$ cat config.mk
export PLATFORM = sky130hd
export DESIGN_NAME = ebc_break_ctrl
export DESIGN_NICKNAME = d
export VERILOG_FILES = /design/src/ebc_pkg.sv /design/src/ebc_break_ctrl.sv
export SDC_FILE = /design/constraint.sdc
export NUM_CORES = 1
export LEC_CHECK = 0
export BUFFER_PORTS_ARGS = -buffer_cell sky130_fd_sc_hd__buf_2
export CAP_MARGIN = 20
export CORE_AREA = 2 2 139 141
export CTS_CLUSTER_DIAMETER = 150
export DETAILED_ROUTE_END_ITERATION = 10
export DIE_AREA = 0 0 141 143
export PLACE_DENSITY = 0.79
export SLEW_MARGIN = 0
export SYNTH_ARGS = -nofsm -noshare
export SYNTH_HDL_FRONTEND = slang
export SYNTH_SLANG_ARGS = --single-unit
$ cat constraint.sdc
create_clock -name ref_clk -period 2.17 [get_ports ref_clk]
set_input_delay 0.3255 -clock ref_clk [delete_from_list [all_inputs] [get_ports ref_clk]]
set_output_delay 0.3255 -clock ref_clk [all_outputs]
set_load 0.02 [all_outputs]
$ cat src/ebc_pkg.sv
// ebc_pkg: shared constants and carriers for the emulation break controller
// assumes a single 100 MHz ref_clk domain and an AXI4-Lite register port
package ebc_pkg;
	localparam int ADDR_W = 16;
	localparam int TMR_W = 32;
	// register byte offsets
	localparam logic [7:0] OFF_CTRL = 8'h00;
	localparam logic [7:0] OFF_STATUS = 8'h04;
	localparam logic [7:0] OFF_PCLOAD = 8'h08;
	localparam logic [7:0] OFF_BP0 = 8'h0C;
	localparam logic [7:0] OFF_BP1 = 8'h10;
	localparam logic [7:0] OFF_TIMER = 8'h14;
	localparam logic [7:0] OFF_HALTPC = 8'h18;
	localparam logic [7:0] OFF_TRCQUAL = 8'h1C;
	// command bits in CTRL (write 1 to act), then CTRL config bits (stored as written)
	localparam int CMD_LOADPC = 0;
	localparam int CMD_GO = 1;
	localparam int CMD_STEP = 2;
	localparam int CMD_ABORT = 3;
	localparam int CMD_FOREVER = 4;
	localparam int CMD_SETBP = 5;
	localparam int CFG_BP1EN = 8;
	localparam int CFG_SYNCOUTEN = 9;
	localparam int CFG_SYNCINBRK = 10;
	localparam int CFG_XTALSEL = 11;
	// clock, pulse, timer and reset figures
	localparam int XTAL_KHZ = 12000;
	localparam int REF_KHZ = 100000;
	localparam int SYNC_PULSE_NS = 40;
	localparam int CLK_NS = 10;
	localparam logic [3:0] SYNC_PULSE_CYC = 4'((SYNC_PULSE_NS + CLK_NS - 1) / CLK_NS);
	localparam logic [1:0] STEP_TMR_TICKS = 2'h2;
	localparam logic [TMR_W-1:0] TIMER_RST = 32'h0000_0000;
	localparam logic [ADDR_W-1:0] PC_RST = 16'h0000;

	typedef enum logic [1:0] {
		HALTED,
		RUNNING,
		STEPPING
	} ebc_mode_e;

	// status of the emulated core, from same clock domain
	typedef struct packed {
		logic fetchValid;
		logic opcodeFetch;
		logic [ADDR_W-1:0] fetchAddr;
		logic instrDone;
		logic [ADDR_W-1:0] nextPc;
		logic trcCond;
	} ebc_core_s;

	// control to the emulated core
	typedef struct packed {
		logic run;
		logic loadPc;
		logic [ADDR_W-1:0] pcValue;
		logic timerTick;
		logic traceEn;
		logic xtalSel;
	} ebc_ctl_s;
endpackage : ebc_pkg

$ cat src/ebc_break_ctrl.sv
// ebc_break_ctrl: run/break/step control with two masked opcode comparators
// assumes core status arrives on ref_clk; sync_trigger_input is asynchronous
`timescale 1ns/1ps
module ebc_break_ctrl
	import ebc_pkg::*;
#(
	parameter int TIMER_WIDTH = TMR_W
) (
	input wire logic ref_clk, // 100 MHz clock
	input wire logic nrst, // synchronous reset, active low
	input wire logic [7:0] s_axi_awaddr, // write address
	input wire logic s_axi_awvalid, // write address valid
	output logic s_axi_awready, // write address ready
	input wire logic [31:0] s_axi_wdata, // write data
	input wire logic [3:0] s_axi_wstrb, // write strobes
	input wire logic s_axi_wvalid, // write data valid
	output logic s_axi_wready, // write data ready
	output logic [1:0] s_axi_bresp, // write response
	output logic s_axi_bvalid, // write response valid
	input wire logic s_axi_bready, // write response ready
	input wire logic [7:0] s_axi_araddr, // read address
	input wire logic s_axi_arvalid, // read address valid
	output logic s_axi_arready, // read address ready
	output logic [31:0] s_axi_rdata, // read data
	output logic [1:0] s_axi_rresp, // read response
	output logic s_axi_rvalid, // read data valid
	input wire logic s_axi_rready, // read data ready
	input wire ebc_core_s coreIn, // core fetch/boundary status
	output ebc_ctl_s coreCtl, // core control
	input wire logic sync_trigger_input, // external sync break input
	output logic sync_pulse_output // sync output pulse
);
	typedef struct packed {
		logic awHave;
		logic [7:0] awAddr;
		logic wHave;
		logic [31:0] wData;
		logic [3:0] wStrb;
		logic bValid;
		logic [1:0] bResp;
		logic rValid;
		logic [31:0] rData;
		logic [1:0] rResp;
		ebc_mode_e mode;
		logic [ADDR_W-1:0] pcLoad;
		logic loadPc;
		logic [ADDR_W-1:0] bp0Val;
		logic [ADDR_W-1:0] bp0Mask;
		logic [ADDR_W-1:0] bp1Val;
		logic [ADDR_W-1:0] bp1Mask;
		logic bp0En;
		logic bp1En;
		logic bp1Cfg;
		logic syncOutEn;
		logic syncInBrk;
		logic xtalSel;
		logic [7:0] trcQual;
		logic abortPend;
		logic brkPend;
		logic [TIMER_WIDTH-1:0] timer;
		logic [ADDR_W-1:0] haltPc;
		logic [3:0] pulseCnt;
		logic [1:0] stepTicks;
		logic tick;
		logic syncA;
		logic syncB;
	} ebc_state_s;

	ebc_state_s st_r;
	ebc_state_s st_nxt;
	logic wrFire;
	logic rdFire;
	logic [31:0] wd;
	logic [31:0] rd;
	logic hit0;
	logic hit1;
	logic brkHit;
	logic running;

	ebc_bp_cmp #(
		.WIDTH(ADDR_W)
	) cmp0_u (
		.armed(st_r.bp0En),
		.fetchValid(coreIn.fetchValid),
		.opcodeFetch(coreIn.opcodeFetch),
		.fetchAddr(coreIn.fetchAddr),
		.matchVal(st_r.bp0Val),
		.dontCare(st_r.bp0Mask),
		.hit(hit0)
	);
	ebc_bp_cmp #(
		.WIDTH(ADDR_W)
	) cmp1_u (
		.armed(st_r.bp1En),
		.fetchValid(coreIn.fetchValid),
		.opcodeFetch(coreIn.opcodeFetch),
		.fetchAddr(coreIn.fetchAddr),
		.matchVal(st_r.bp1Val),
		.dontCare(st_r.bp1Mask),
		.hit(hit1)
	);
	assign brkHit = hit0 | hit1;
	assign running = (st_r.mode != HALTED);

	assign s_axi_awready = ~st_r.awHave & ~st_r.bValid;
	assign s_axi_wready = ~st_r.wHave & ~st_r.bValid;
	assign s_axi_arready = ~st_r.rValid;
	assign s_axi_bvalid = st_r.bValid;
	assign s_axi_bresp = st_r.bResp;
	assign s_axi_rvalid = st_r.rValid;
	assign s_axi_rdata = st_r.rData;
	assign s_axi_rresp = st_r.rResp;
	assign sync_pulse_output = (st_r.pulseCnt != 4'h0);
	assign wrFire = st_r.awHave & st_r.wHave & ~st_r.bValid;
	assign rdFire = s_axi_arvalid & ~st_r.rValid;
	assign wd = st_r.wData;

	always_comb begin
		unique case (s_axi_araddr)
			OFF_CTRL: rd = {
				20'h0_0000,
				st_r.xtalSel,
				st_r.syncInBrk,
				st_r.syncOutEn,
				st_r.bp1Cfg,
				8'h00
			};
			OFF_STATUS: rd = {
				24'h00_0000,
				2'h0,
				st_r.abortPend,
				st_r.bp1En,
				st_r.bp0En,
				1'h0,
				st_r.mode
			};
			OFF_PCLOAD: rd = {16'h0000, st_r.pcLoad};
			OFF_BP0: rd = {st_r.bp0Mask, st_r.bp0Val};
			OFF_BP1: rd = {st_r.bp1Mask, st_r.bp1Val};
			OFF_TIMER: rd = 32'(st_r.timer);
			OFF_HALTPC: rd = {16'h0000, st_r.haltPc};
			OFF_TRCQUAL: rd = {24'h00_0000, st_r.trcQual};
			default: rd = 32'h0000_0000;
		endcase
	end

	always_comb begin
		st_nxt = st_r;
		st_nxt.loadPc = 1'b0;
		st_nxt.tick = 1'b0;
		st_nxt.syncA = sync_trigger_input;
		st_nxt.syncB = st_r.syncA;
		if (s_axi_awvalid && s_axi_awready) begin
			st_nxt.awHave = 1'b1;
			st_nxt.awAddr = s_axi_awaddr;
		end
		if (s_axi_wvalid && s_axi_wready) begin
			st_nxt.wHave = 1'b1;
			st_nxt.wData = s_axi_wdata;
			st_nxt.wStrb = s_axi_wstrb;
		end
		if (st_r.bValid && s_axi_bready) begin
			st_nxt.bValid = 1'b0;
		end
		if (st_r.rValid && s_axi_rready) begin
			st_nxt.rValid = 1'b0;
		end
		if (rdFire) begin
			st_nxt.rValid = 1'b1;
			st_nxt.rData = rd;
			st_nxt.rResp = 2'h0;
		end
		if (st_r.pulseCnt != 4'h0) begin
			st_nxt.pulseCnt = st_r.pulseCnt - 4'h1;
		end
		if (st_r.stepTicks != 2'h0) begin
			st_nxt.stepTicks = st_r.stepTicks - 2'h1;
			st_nxt.tick = 1'b1;
		end
		if (st_r.mode == RUNNING) begin
			st_nxt.timer = st_r.timer + 1'b1;
		end
		// sync input only in real time
		if (st_r.mode == RUNNING && st_r.syncInBrk && st_r.syncB) begin
			st_nxt.brkPend = 1'b1;
		end
		if (running && brkHit) begin
			st_nxt.brkPend = 1'b1;
		end
		if (running && coreIn.instrDone) begin
			st_nxt.haltPc = coreIn.nextPc;
			if (st_r.mode == STEPPING || st_r.brkPend || brkHit || st_r.abortPend) begin
				st_nxt.mode = HALTED;
				st_nxt.brkPend = 1'b0;
				st_nxt.abortPend = 1'b0;
			end
		end
		if (wrFire) begin
			st_nxt.awHave = 1'b0;
			st_nxt.wHave = 1'b0;
			st_nxt.bValid = 1'b1;
			st_nxt.bResp = 2'h0;
			unique case (st_r.awAddr)
				OFF_CTRL: begin
					if (st_r.wStrb[1]) begin
						st_nxt.bp1Cfg = wd[CFG_BP1EN];
						st_nxt.syncOutEn = wd[CFG_SYNCOUTEN];
						st_nxt.syncInBrk = wd[CFG_SYNCINBRK];
						st_nxt.xtalSel = wd[CFG_XTALSEL];
					end
					if (st_r.wStrb[0]) begin
						if (wd[CMD_LOADPC] && !running) begin
							st_nxt.loadPc = 1'b1;
						end
						if (wd[CMD_ABORT] && running) begin
							st_nxt.abortPend = 1'b1;
						end
						if (wd[CMD_FOREVER]) begin
							st_nxt.bp0En = 1'b0;
							st_nxt.bp1En = 1'b0;
						end
						if (wd[CMD_SETBP]) begin
							st_nxt.bp0En = 1'b1;
							st_nxt.bp1En = st_nxt.bp1Cfg;
						end
						if (wd[CMD_GO] && !running && !wd[CMD_LOADPC]) begin
							st_nxt.mode = RUNNING;
							st_nxt.timer = TIMER_WIDTH'(TIMER_RST);
							st_nxt.abortPend = 1'b0;
							st_nxt.brkPend = 1'b0;
						end else if (wd[CMD_STEP] && !running && !wd[CMD_LOADPC]) begin
							st_nxt.mode = STEPPING;
							st_nxt.timer = TIMER_WIDTH'(TIMER_RST);
							st_nxt.abortPend = 1'b0;
							st_nxt.brkPend = 1'b0;
							st_nxt.stepTicks = STEP_TMR_TICKS;
							if (st_nxt.syncOutEn) begin
								st_nxt.pulseCnt = SYNC_PULSE_CYC;
							end
						end
					end
				end
				OFF_PCLOAD: begin
					if (!running) begin
						st_nxt.pcLoad = wd[ADDR_W-1:0];
					end
				end
				OFF_BP0: begin
					if (!running) begin
						st_nxt.bp0Val = wd[15:0];
						st_nxt.bp0Mask = wd[31:16];
						st_nxt.bp0En = 1'b0;
						st_nxt.bp1En = 1'b0;
					end
				end
				OFF_BP1: begin
					if (!running) begin
						st_nxt.bp1Val = wd[15:0];
						st_nxt.bp1Mask = wd[31:16];
						st_nxt.bp0En = 1'b0;
						st_nxt.bp1En = 1'b0;
					end
				end
				OFF_TRCQUAL: begin
					st_nxt.trcQual = wd[7:0];
				end
				default: begin
					st_nxt.bResp = 2'h2;
				end
			endcase
		end
	end

	always_ff @(posedge ref_clk) begin
		if (!nrst) begin
			st_r <= '0;
			st_r.mode <= HALTED;
			st_r.timer <= TIMER_WIDTH'(TIMER_RST);
			st_r.pcLoad <= PC_RST;
			st_r.haltPc <= PC_RST;
			st_r.xtalSel <= 1'b1;
		end else begin
			st_r <= st_nxt;
		end
	end

	always_comb begin
		coreCtl.run = running;
		coreCtl.loadPc = st_r.loadPc;
		coreCtl.pcValue = st_r.pcLoad;
		coreCtl.timerTick = st_r.tick;
		coreCtl.xtalSel = st_r.xtalSel;
		coreCtl.traceEn = (st_r.mode == STEPPING)
			| ((st_r.mode == RUNNING) & (st_r.trcQual == 8'h00 | coreIn.trcCond));
	end
endmodule : ebc_break_ctrl

// one opcode-fetch comparator with a per-bit don't-care mask
module ebc_bp_cmp
	import ebc_pkg::*;
#(
	parameter int WIDTH = ADDR_W
) (
	input wire logic armed, // comparator armed
	input wire logic fetchValid, // fetch this cycle
	input wire logic opcodeFetch, // first byte of an instruction
	input wire logic [WIDTH-1:0] fetchAddr, // fetch address
	input wire logic [WIDTH-1:0] matchVal, // breakpoint value
	input wire logic [WIDTH-1:0] dontCare, // 1 = bit ignored
	output logic hit // opcode fetch matched
);
	logic opFetch;
	logic [WIDTH-1:0] diffBits;
	logic [WIDTH-1:0] caredDiff;

	assign opFetch = fetchValid & opcodeFetch;
	assign diffBits = fetchAddr ^ matchVal;
	assign caredDiff = diffBits & ~dontCare;
	assign hit = armed & opFetch & (caredDiff == '0);
endmodule : ebc_bp_cmp

==> run_summary.xml, run 1 <==
<?xml version="1.0" encoding="UTF-8"?>
<metrics>
  <group name="worst_setup_path">
    <metric name="critical_path_peak_fanout" unit="">8</metric>
    <metric name="worst-endpoint-arrival" unit="ns">1.78</metric>
    <metric name="cp_data_required_time" unit="ns">1.84</metric>
    <metric name="timing.critical_path.from" unit="">st_r[154]</metric>
    <metric name="startpoint_type" unit="">register</metric>
    <metric name="crit_type" unit="">register to output pin</metric>
    <metric name="end_kind" unit="">output pin</metric>
    <metric name="rr_startpoint" unit="">st_r[123]</metric>
  </group>
  <group name="timing">
    <metric name="worstMarginPinSlew" unit="ns">0.596</metric>
    <metric name="max_freq" unit="MHz">474</metric>
    <metric name="layout_worst_path_cycle_share" unit="">0.972</metric>
    <metric name="slew_violations" unit="">0</metric>
    <metric name="setup_slack" unit="ns">0.0605</metric>
    <metric name="min_period" unit="ns">2.11</metric>
    <metric name="fin_hold_ws" unit="ns">0.0313</metric>
    <metric name="slew_headroom" unit="">0.603</metric>
    <metric name="finalSetupViolations" unit="">0</metric>
    <metric name="finalHoldViolCount" unit="">0</metric>
    <metric name="fin_worst_skew" unit="ns">0.0135</metric>
  </group>
  <group name="clock_network">
    <metric name="clockBufferDepth" unit="">3</metric>
    <metric name="clkSlewWorstSetupHoldPaths" unit="ns">0.06</metric>
    <metric name="tritoncts" unit="">built</metric>
    <metric name="clock_sinks" unit="">235</metric>
    <metric name="cts_made_buffers" unit="">25</metric>
    <metric name="cts_post_setup_buffers_inserted" unit="">0</metric>
    <metric name="clk_latency" unit="ns">0.52</metric>
    <metric name="clock_tree.htree_level_count" unit="">1</metric>
    <metric name="root_buffer" unit="">sky130_fd_sc_hd__clkbuf_16</metric>
  </group>
  <group name="route">
    <metric name="postRouteWirelength" unit="um">30800</metric>
    <metric name="drt_first_pass_iters" unit="">7</metric>
    <metric name="ant_nets" unit="">0</metric>
    <metric name="wl_per_cell" unit="um">18.7</metric>
    <metric name="routed_via_density" unit="">5.93</metric>
    <metric name="vias" unit="">9751</metric>
    <metric name="first_iter_violations" unit="">1113</metric>
    <metric name="post-route-drc-count" unit="">0</metric>
  </group>
  <group name="placement">
    <metric name="detailedPlacementHpwl" unit="um">22400</metric>
    <metric name="placed_cells_incl_taps" unit="">1599</metric>
    <metric name="gp_routability_congestion" unit="">0.986</metric>
    <metric name="dp_worst_setup_slack" unit="ns">-0.0354</metric>
    <metric name="io_buffer_count" unit="">153</metric>
  </group>
  <group name="min_path">
    <metric name="hold_start" unit="">sync_trigger_input</metric>
    <metric name="hp-class" unit="">primary input to register</metric>
  </group>
  <group name="grt">
    <metric name="number_of_antenna_violations_at_the_first_check_in_global_routing" unit="">1</metric>
    <metric name="wire_length_of_the_first_global_routing_pass" unit="um">47300</metric>
    <metric name="gr-usage-met2" unit="">0.468</metric>
    <metric name="grtUsageMet1" unit="">0.415</metric>
    <metric name="grtUsageMet3" unit="">0.0486</metric>
    <metric name="grt_busiest_layer" unit="">met2</metric>
    <metric name="grt_pass1_vias" unit="">8774</metric>
    <metric name="grt_start_max_net_pins" unit="">63</metric>
    <metric name="grt_util_all_layers" unit="">0.297</metric>
    <metric name="overflow" unit="">0</metric>
  </group>
  <group name="job">
    <metric name="maxCapViolations" unit="">0</metric>
  </group>
  <group name="yosys">
    <metric name="synth_top_flop_cell" unit="">sky130_fd_sc_hd__dfxtp_1</metric>
    <metric name="yosysWarnings" unit="">0</metric>
    <metric name="synth_enable_flop_cells" unit="">0</metric>
    <metric name="cell_area_after_synthesis" unit="um^2">10400</metric>
    <metric name="synth_seq_cells" unit="">235</metric>
    <metric name="dominant_combinational_cell_family_by_area_after_synthesis" unit="">simple AND/OR/NAND/NOR gates</metric>
    <metric name="seq_area_frac_synth" unit="">0.450</metric>
    <metric name="synth_compound_area_frac" unit="">0.177</metric>
    <metric name="asyncSetResetFlopFracSynth" unit="">0</metric>
    <metric name="synth_area_per_cell" unit="um^2">8.03</metric>
    <metric name="synth_cell_type_count" unit="">61</metric>
    <metric name="xor_xnor_fraction_of_synth_area" unit="">0.0520</metric>
    <metric name="synth_adder_area_share" unit="">0.00240</metric>
    <metric name="synthCells" unit="">1301</metric>
    <metric name="synth_mux_area_frac" unit="">0.0132</metric>
    <metric name="synth_simple_gate_area_frac" unit="">0.228</metric>
  </group>
  <group name="floorplanning">
    <metric name="core_region_area" unit="um^2">18600</metric>
    <metric name="starting_density" unit="">0.562</metric>
    <metric name="dieArea" unit="um^2">20200</metric>
    <metric name="rows" unit="">50</metric>
    <metric name="die_height" unit="um">143</metric>
    <metric name="width_of_the_chip" unit="um">141</metric>
    <metric name="design.portCount" unit="">159</metric>
  </group>
  <group name="pwr">
    <metric name="cellPowerDensity" unit="nW/um^2">763</metric>
    <metric name="p_leak" unit="nW">4.49</metric>
    <metric name="totalPowerFinal" unit="mW">9.16</metric>
    <metric name="ir_drop_worst_vdd" unit="mV">0.520</metric>
  </group>
  <group name="cells_and_area">
    <metric name="flow.area_growth_from_synthesis" unit="%">15.0</metric>
    <metric name="layout_common_cells" unit="">330 x sky130_fd_sc_hd__nand2_1, 234 x sky130_fd_sc_hd__dfxtp_1, 188 x sky130_fd_sc_hd__a21oi_1, 153 x sky130_fd_sc_hd__buf_2, 102 x sky130_fd_sc_hd__nor2_1</metric>
    <metric name="final_layout_fill_cell_count" unit="">1578</metric>
    <metric name="finish.cell_count_without_fillers" unit="">1645</metric>
    <metric name="fraction_of_layout_instances_using_a_drive_strength_above_1" unit="">0.189</metric>
    <metric name="total_inserted_antenna_cells" unit="">0</metric>
    <metric name="nNetsFinal" unit="">1491</metric>
    <metric name="layout.cells.most_common" unit="">sky130_fd_sc_hd__nand2_1</metric>
  </group>
  <group name="run_status">
    <metric name="run_status" unit="">finished, final reports clean</metric>
  </group>
</metrics>
-- registers in the layout (all words and copies together) (netlist names) --
register      flops
s_axi_bvalid      1
s_axi_rvalid      1
coreCtl          19
s_axi_bresp       1
s_axi_rdata      32
st_r            148
st_nxt            1
wd               32
-- final cells by class --
class,instances,area [um^2],share of cell area
Tap cell,234,293,0.0244
Clock inverter,9,48.8,0.00406
Inverter,11,43.8,0.00365
Clock buffer,36,707,0.0589
Multi-Input combinational cell,919,4980,0.415
Sequential cell,235,4710,0.392
Timing Repair Buffer,201,1230,0.102
-- report_power, final --
group	total, mW	leakage [nW]	switching, mW	internal (mW)
Sequential	4.51	1.90	0.105	4.41
Clock	3.92	0.381	1.66	2.26
Combinational	0.726	2.20	0.430	0.296
-- cell families after synthesis --
| group | after synthesis |
|---|---|
| flip-flops | 235 |
| AO/OA/AOI/OAI | 303 |
| AND/OR/NAND/NOR | 536 |
| XOR/XNOR | 62 |
| other | 1 |
| multiplexers | 13 |
| buffers and inverters | 149 |
| adder cells (fa/ha/maj) | 2 |
-- timing repair --
item,4_1_cts,5_1_grt
endpoints found under the setup margin,0,6
resized for setup,0,4
hold buffers,1,0
endpoints found under the hold margin,1,0
-- metal layers --
layer,wire length (um),vias up
met4,1200,0
met1,12600,4547
met2,13800,517
met5,0,-
met3,3160,94
li1,-,4593
-- cell usage after synthesis, drive strengths merged, types with 2 or more instances --
library cell | count | share of area
nand2 | 331 | 0.12
dfxtp | 235 | 0.45
a21oi | 188 | 0.090
nor2 | 103 | 0.037
buf | 80 | 0.052
clkbuf | 58 | 0.021
xnor2 | 39 | 0.033
a22oi | 29 | 0.021
a222oi | 27 | 0.026
xor2 | 23 | 0.019
nand3 | 17 | 0.0091
o22ai | 16 | 0.0096
nor3 | 15 | 0.0087
and2 | 13 | 0.0078
o21ai | 13 | 0.0062
a22o | 12 | 0.010
inv | 11 | 0.0040
nand4 | 11 | 0.0086
nor4 | 11 | 0.010
and3 | 7 | 0.0042
mux2i | 7 | 0.0067
and4 | 6 | 0.0053
mux2 | 6 | 0.0065
a31oi | 4 | 0.0024
or3 | 4 | 0.0024
and3b | 3 | 0.0025
nand2b | 3 | 0.0018
nand4b | 3 | 0.0025
nor4b | 3 | 0.0037
o221ai | 3 | 0.0025
a211oi | 2 | 0.0014
ha | 2 | 0.0024
nor2b | 2 | 0.0012
o2111ai | 2 | 0.0017
o22a | 2 | 0.0017
or3b | 2 | 0.0017
-- worst max-delay path, cell delays in order, from the launching register on --
cell	delay, ns
sky130_fd_sc_hd__dfxtp_2	0.39
sky130_fd_sc_hd__nor2b_1	0.21
sky130_fd_sc_hd__buf_4	0.22
sky130_fd_sc_hd__inv_1	0.05
sky130_fd_sc_hd__o21ai_0	0.20
sky130_fd_sc_hd__buf_2	0.21
-- path summary, 6_finish.rpt --
| check | end | slack (ns) | cells after the start |
|---|---|---|---|
| worst max-delay path | coreCtl[1] | 0.06 | 5 |
| worst min-delay path | st_nxt[0] | 0.03 | 2 |
| worst max register to register | st_r[57] | 0.19 | 6 |
| worst min register to register | st_r[0] | 0.44 | 1 |
-- through the flow --
stage,instance area (um^2),setup TNS (ns),util
2_1_floorplan,10500,0,-
3_3_place_gp,11200,-0.0167,0.604
3_5_place_dp,11200,-0.0523,0.604
4_1_cts,12000,0,0.646
5_1_grt,12000,-0.0143,0.646
6_report,12000,0,0.646
Note: power is estimated with default switching activity, not from simulation.
==> run 2, diff against run 1 <==
- PLACE_DENSITY: 0.79 -> 0.75
==> run 2 against run 1 <==
Die area is the same; register-to-register slack got worse by 0.07 ns; global-route usage shrank 0.083 points.
==> run_summary.xml, run 2 (synthesis gave the netlist of run 1 again) <==
<?xml version="1.0" encoding="UTF-8"?>
<metrics>
  <group name="run_status">
    <metric name="run_status" unit="">finished, final reports clean</metric>
  </group>
  <group name="clock_network">
    <metric name="clockBufferDepth" unit="">3</metric>
    <metric name="cts_made_buffers" unit="">26</metric>
    <metric name="clkSlewWorstSetupHoldPaths" unit="ns">0.06</metric>
    <metric name="clock_tree.htree_level_count" unit="">1</metric>
    <metric name="tritoncts" unit="">built</metric>
    <metric name="clock_sinks" unit="">235</metric>
    <metric name="clk_latency" unit="ns">0.53</metric>
    <metric name="root_buffer" unit="">sky130_fd_sc_hd__clkbuf_16</metric>
  </group>
  <group name="min_path">
    <metric name="hp-class" unit="">primary input to register</metric>
  </group>
  <group name="worst_setup_path">
    <metric name="worst-endpoint-arrival" unit="ns">1.79</metric>
    <metric name="timing.critical_path.slowest_cell_delay" unit="ns">0.43</metric>
    <metric name="critPathSlowestCell" unit="">sky130_fd_sc_hd__dfxtp_1</metric>
    <metric name="cp_data_required_time" unit="ns">1.84</metric>
    <metric name="critPathTopFamily" unit="">flip-flops</metric>
    <metric name="end_kind" unit="">output pin</metric>
    <metric name="startpoint_type" unit="">register</metric>
    <metric name="critical_path_peak_fanout" unit="">5</metric>
    <metric name="path_cells" unit="">nor2b_2 -&gt; buf_4 -&gt; inv_1 -&gt; o21ai_0 -&gt; buf_2</metric>
    <metric name="crit_type" unit="">register to output pin</metric>
    <metric name="worst-path-buf-inv" unit="">3</metric>
  </group>
  <group name="cells_and_area">
    <metric name="total_inserted_antenna_cells" unit="">0</metric>
    <metric name="layout.cells.most_common" unit="">sky130_fd_sc_hd__nand2_1</metric>
    <metric name="layout_common_cells" unit="">330 x sky130_fd_sc_hd__nand2_1, 235 x sky130_fd_sc_hd__dfxtp_1, 188 x sky130_fd_sc_hd__a21oi_1, 153 x sky130_fd_sc_hd__buf_2, 102 x sky130_fd_sc_hd__nor2_1</metric>
    <metric name="final_layout_fill_cell_count" unit="">1574</metric>
    <metric name="fin_util" unit="">0.658</metric>
    <metric name="ff_latch_area" unit="um^2">4700</metric>
    <metric name="nNetsFinal" unit="">1495</metric>
    <metric name="largest_reg_flops" unit="">148</metric>
    <metric name="multi_input_comb_area" unit="um^2">4980</metric>
    <metric name="registers.top_by_ff_count" unit="">st_r</metric>
    <metric name="flow.area_growth_from_synthesis" unit="%">17.1</metric>
    <metric name="fraction_of_layout_instances_using_a_drive_strength_above_1" unit="">0.194</metric>
  </group>
  <group name="timing">
    <metric name="grt_setup_unrepaired" unit="">false</metric>
    <metric name="finalHoldViolCount" unit="">0</metric>
    <metric name="min_period" unit="ns">2.11</metric>
    <metric name="setup_slack" unit="ns">0.0594</metric>
    <metric name="finalSetupViolations" unit="">0</metric>
    <metric name="setup_total_negative_slack" unit="ns">0</metric>
    <metric name="layout_worst_path_cycle_share" unit="">0.973</metric>
    <metric name="slew_violations" unit="">0</metric>
    <metric name="fin_worst_skew" unit="ns">0.0134</metric>
    <metric name="worstMarginPinSlew" unit="ns">0.636</metric>
    <metric name="max_freq" unit="MHz">474</metric>
    <metric name="slew_headroom" unit="">0.576</metric>
  </group>
  <group name="placement">
    <metric name="io_buffer_count" unit="">153</metric>
    <metric name="gp_routability_congestion" unit="">0.980</metric>
    <metric name="dp_worst_setup_slack" unit="ns">0.00246</metric>
    <metric name="detailedPlacementHpwl" unit="um">22100</metric>
  </group>
  <group name="pwr">
    <metric name="clock_power_share" unit="">0.478</metric>
    <metric name="p_leak" unit="nW">4.59</metric>
    <metric name="p_int" unit="mW">7.70</metric>
    <metric name="netsw" unit="mW">2.31</metric>
    <metric name="power.share.sequential" unit="">0.451</metric>
    <metric name="comb_power_share" unit="">0.071</metric>
    <metric name="switching_fraction" unit="">0.231</metric>
    <metric name="ir_drop_worst_vdd" unit="mV">0.616</metric>
    <metric name="cellPowerDensity" unit="nW/um^2">819</metric>
  </group>
  <group name="grt">
    <metric name="grt_start_max_net_pins" unit="">57</metric>
    <metric name="number_of_antenna_violations_at_the_first_check_in_global_routing" unit="">0</metric>
    <metric name="overflow" unit="">0</metric>
    <metric name="grt_pass1_vias" unit="">8727</metric>
    <metric name="wire_length_of_the_first_global_routing_pass" unit="um">47300</metric>
    <metric name="grt_util_all_layers" unit="">0.296</metric>
  </group>
  <group name="route">
    <metric name="wl_per_cell" unit="um">18.5</metric>
    <metric name="vias" unit="">9579</metric>
    <metric name="post-route-drc-count" unit="">0</metric>
    <metric name="drt_first_pass_iters" unit="">10</metric>
    <metric name="ant_nets" unit="">0</metric>
    <metric name="routed_via_density" unit="">5.80</metric>
    <metric name="first_iter_violations" unit="">1190</metric>
    <metric name="postRouteWirelength" unit="um">30500</metric>
  </group>
  <group name="floorplanning">
    <metric name="starting_density" unit="">0.562</metric>
    <metric name="dieArea" unit="um^2">20200</metric>
    <metric name="die_height" unit="um">143</metric>
    <metric name="design.portCount" unit="">159</metric>
    <metric name="width_of_the_chip" unit="um">141</metric>
    <metric name="rows" unit="">50</metric>
    <metric name="core_region_area" unit="um^2">18600</metric>
  </group>
  <group name="job">
    <metric name="maxCapViolations" unit="">0</metric>
  </group>
</metrics>
## run 2: path summary, 6_finish.rpt
kind                 startpoint    endpoint  slack (ns)  cells after the start
max                   st_r[154]  coreCtl[1]        0.06                      5
max reg2reg           st_r[132]   st_r[154]        0.12                      7
min reg2reg             st_r[3]     st_r[3]        0.46                      1
min          sync_trigger_input   st_nxt[0]        0.02                      2
## run 2: power by group through the flow
stage | registers [mW] | clock network (mW) | logic [mW]
after floorplan | 4.56 | 0 | 0.466
after global placement | 4.60 | 0 | 0.680
after detailed placement | 4.60 | 0 | 0.694
after CTS | 4.51 | 4.82 | 0.699
after global routing | 4.52 | 5.01 | 0.795
final | 4.51 | 4.78 | 0.713
## run 2: cell type report
type | instances | area share
repair buffers | 204 | 0.103
inverters | 11 | 0.00358
flip-flops and latches | 235 | 0.385
clock buffers | 34 | 0.0607
clock inverters | 14 | 0.0165
multi-input cells | 919 | 0.407
well taps | 234 | 0.0239
## run 2: stage by stage
stage / area (um^2) / hold WS (ns) / power, mW / cells
global route: 12200 / 0.0244 / 10.3 / 1651
global placement: 11300 / 0.424 / 5.28 / 1602
finish: 12200 / 0.0199 / 10.0 / 1651
CTS: 12200 / 0.0164 / 10.0 / 1651
detailed placement: 11300 / 0.432 / 5.30 / 1602
floorplan: 10500 / 0.412 / 5.03 / 1303
## run 2: repair_timing
item                                   4_1_cts  5_1_grt
hold buffers                                 1        0
gates resized for setup                      0        3
setup endpoints to repair                    0       36
setup buffers                                0        0
endpoints found under the hold margin        1        0
## run 2: routing by layer
| metal | vias up | track usage | routed length (um) |
|---|---|---|---|
| met3 | 48 | 0.0523 | 3080 |
| met2 | 466 | 0.477 | 13900 |
| li1 | 4599 | - | - |
| met1 | 4466 | 0.414 | 12900 |
| met4 | 0 | 0.0779 | 687 |
| met5 | - | 0 | 0 |
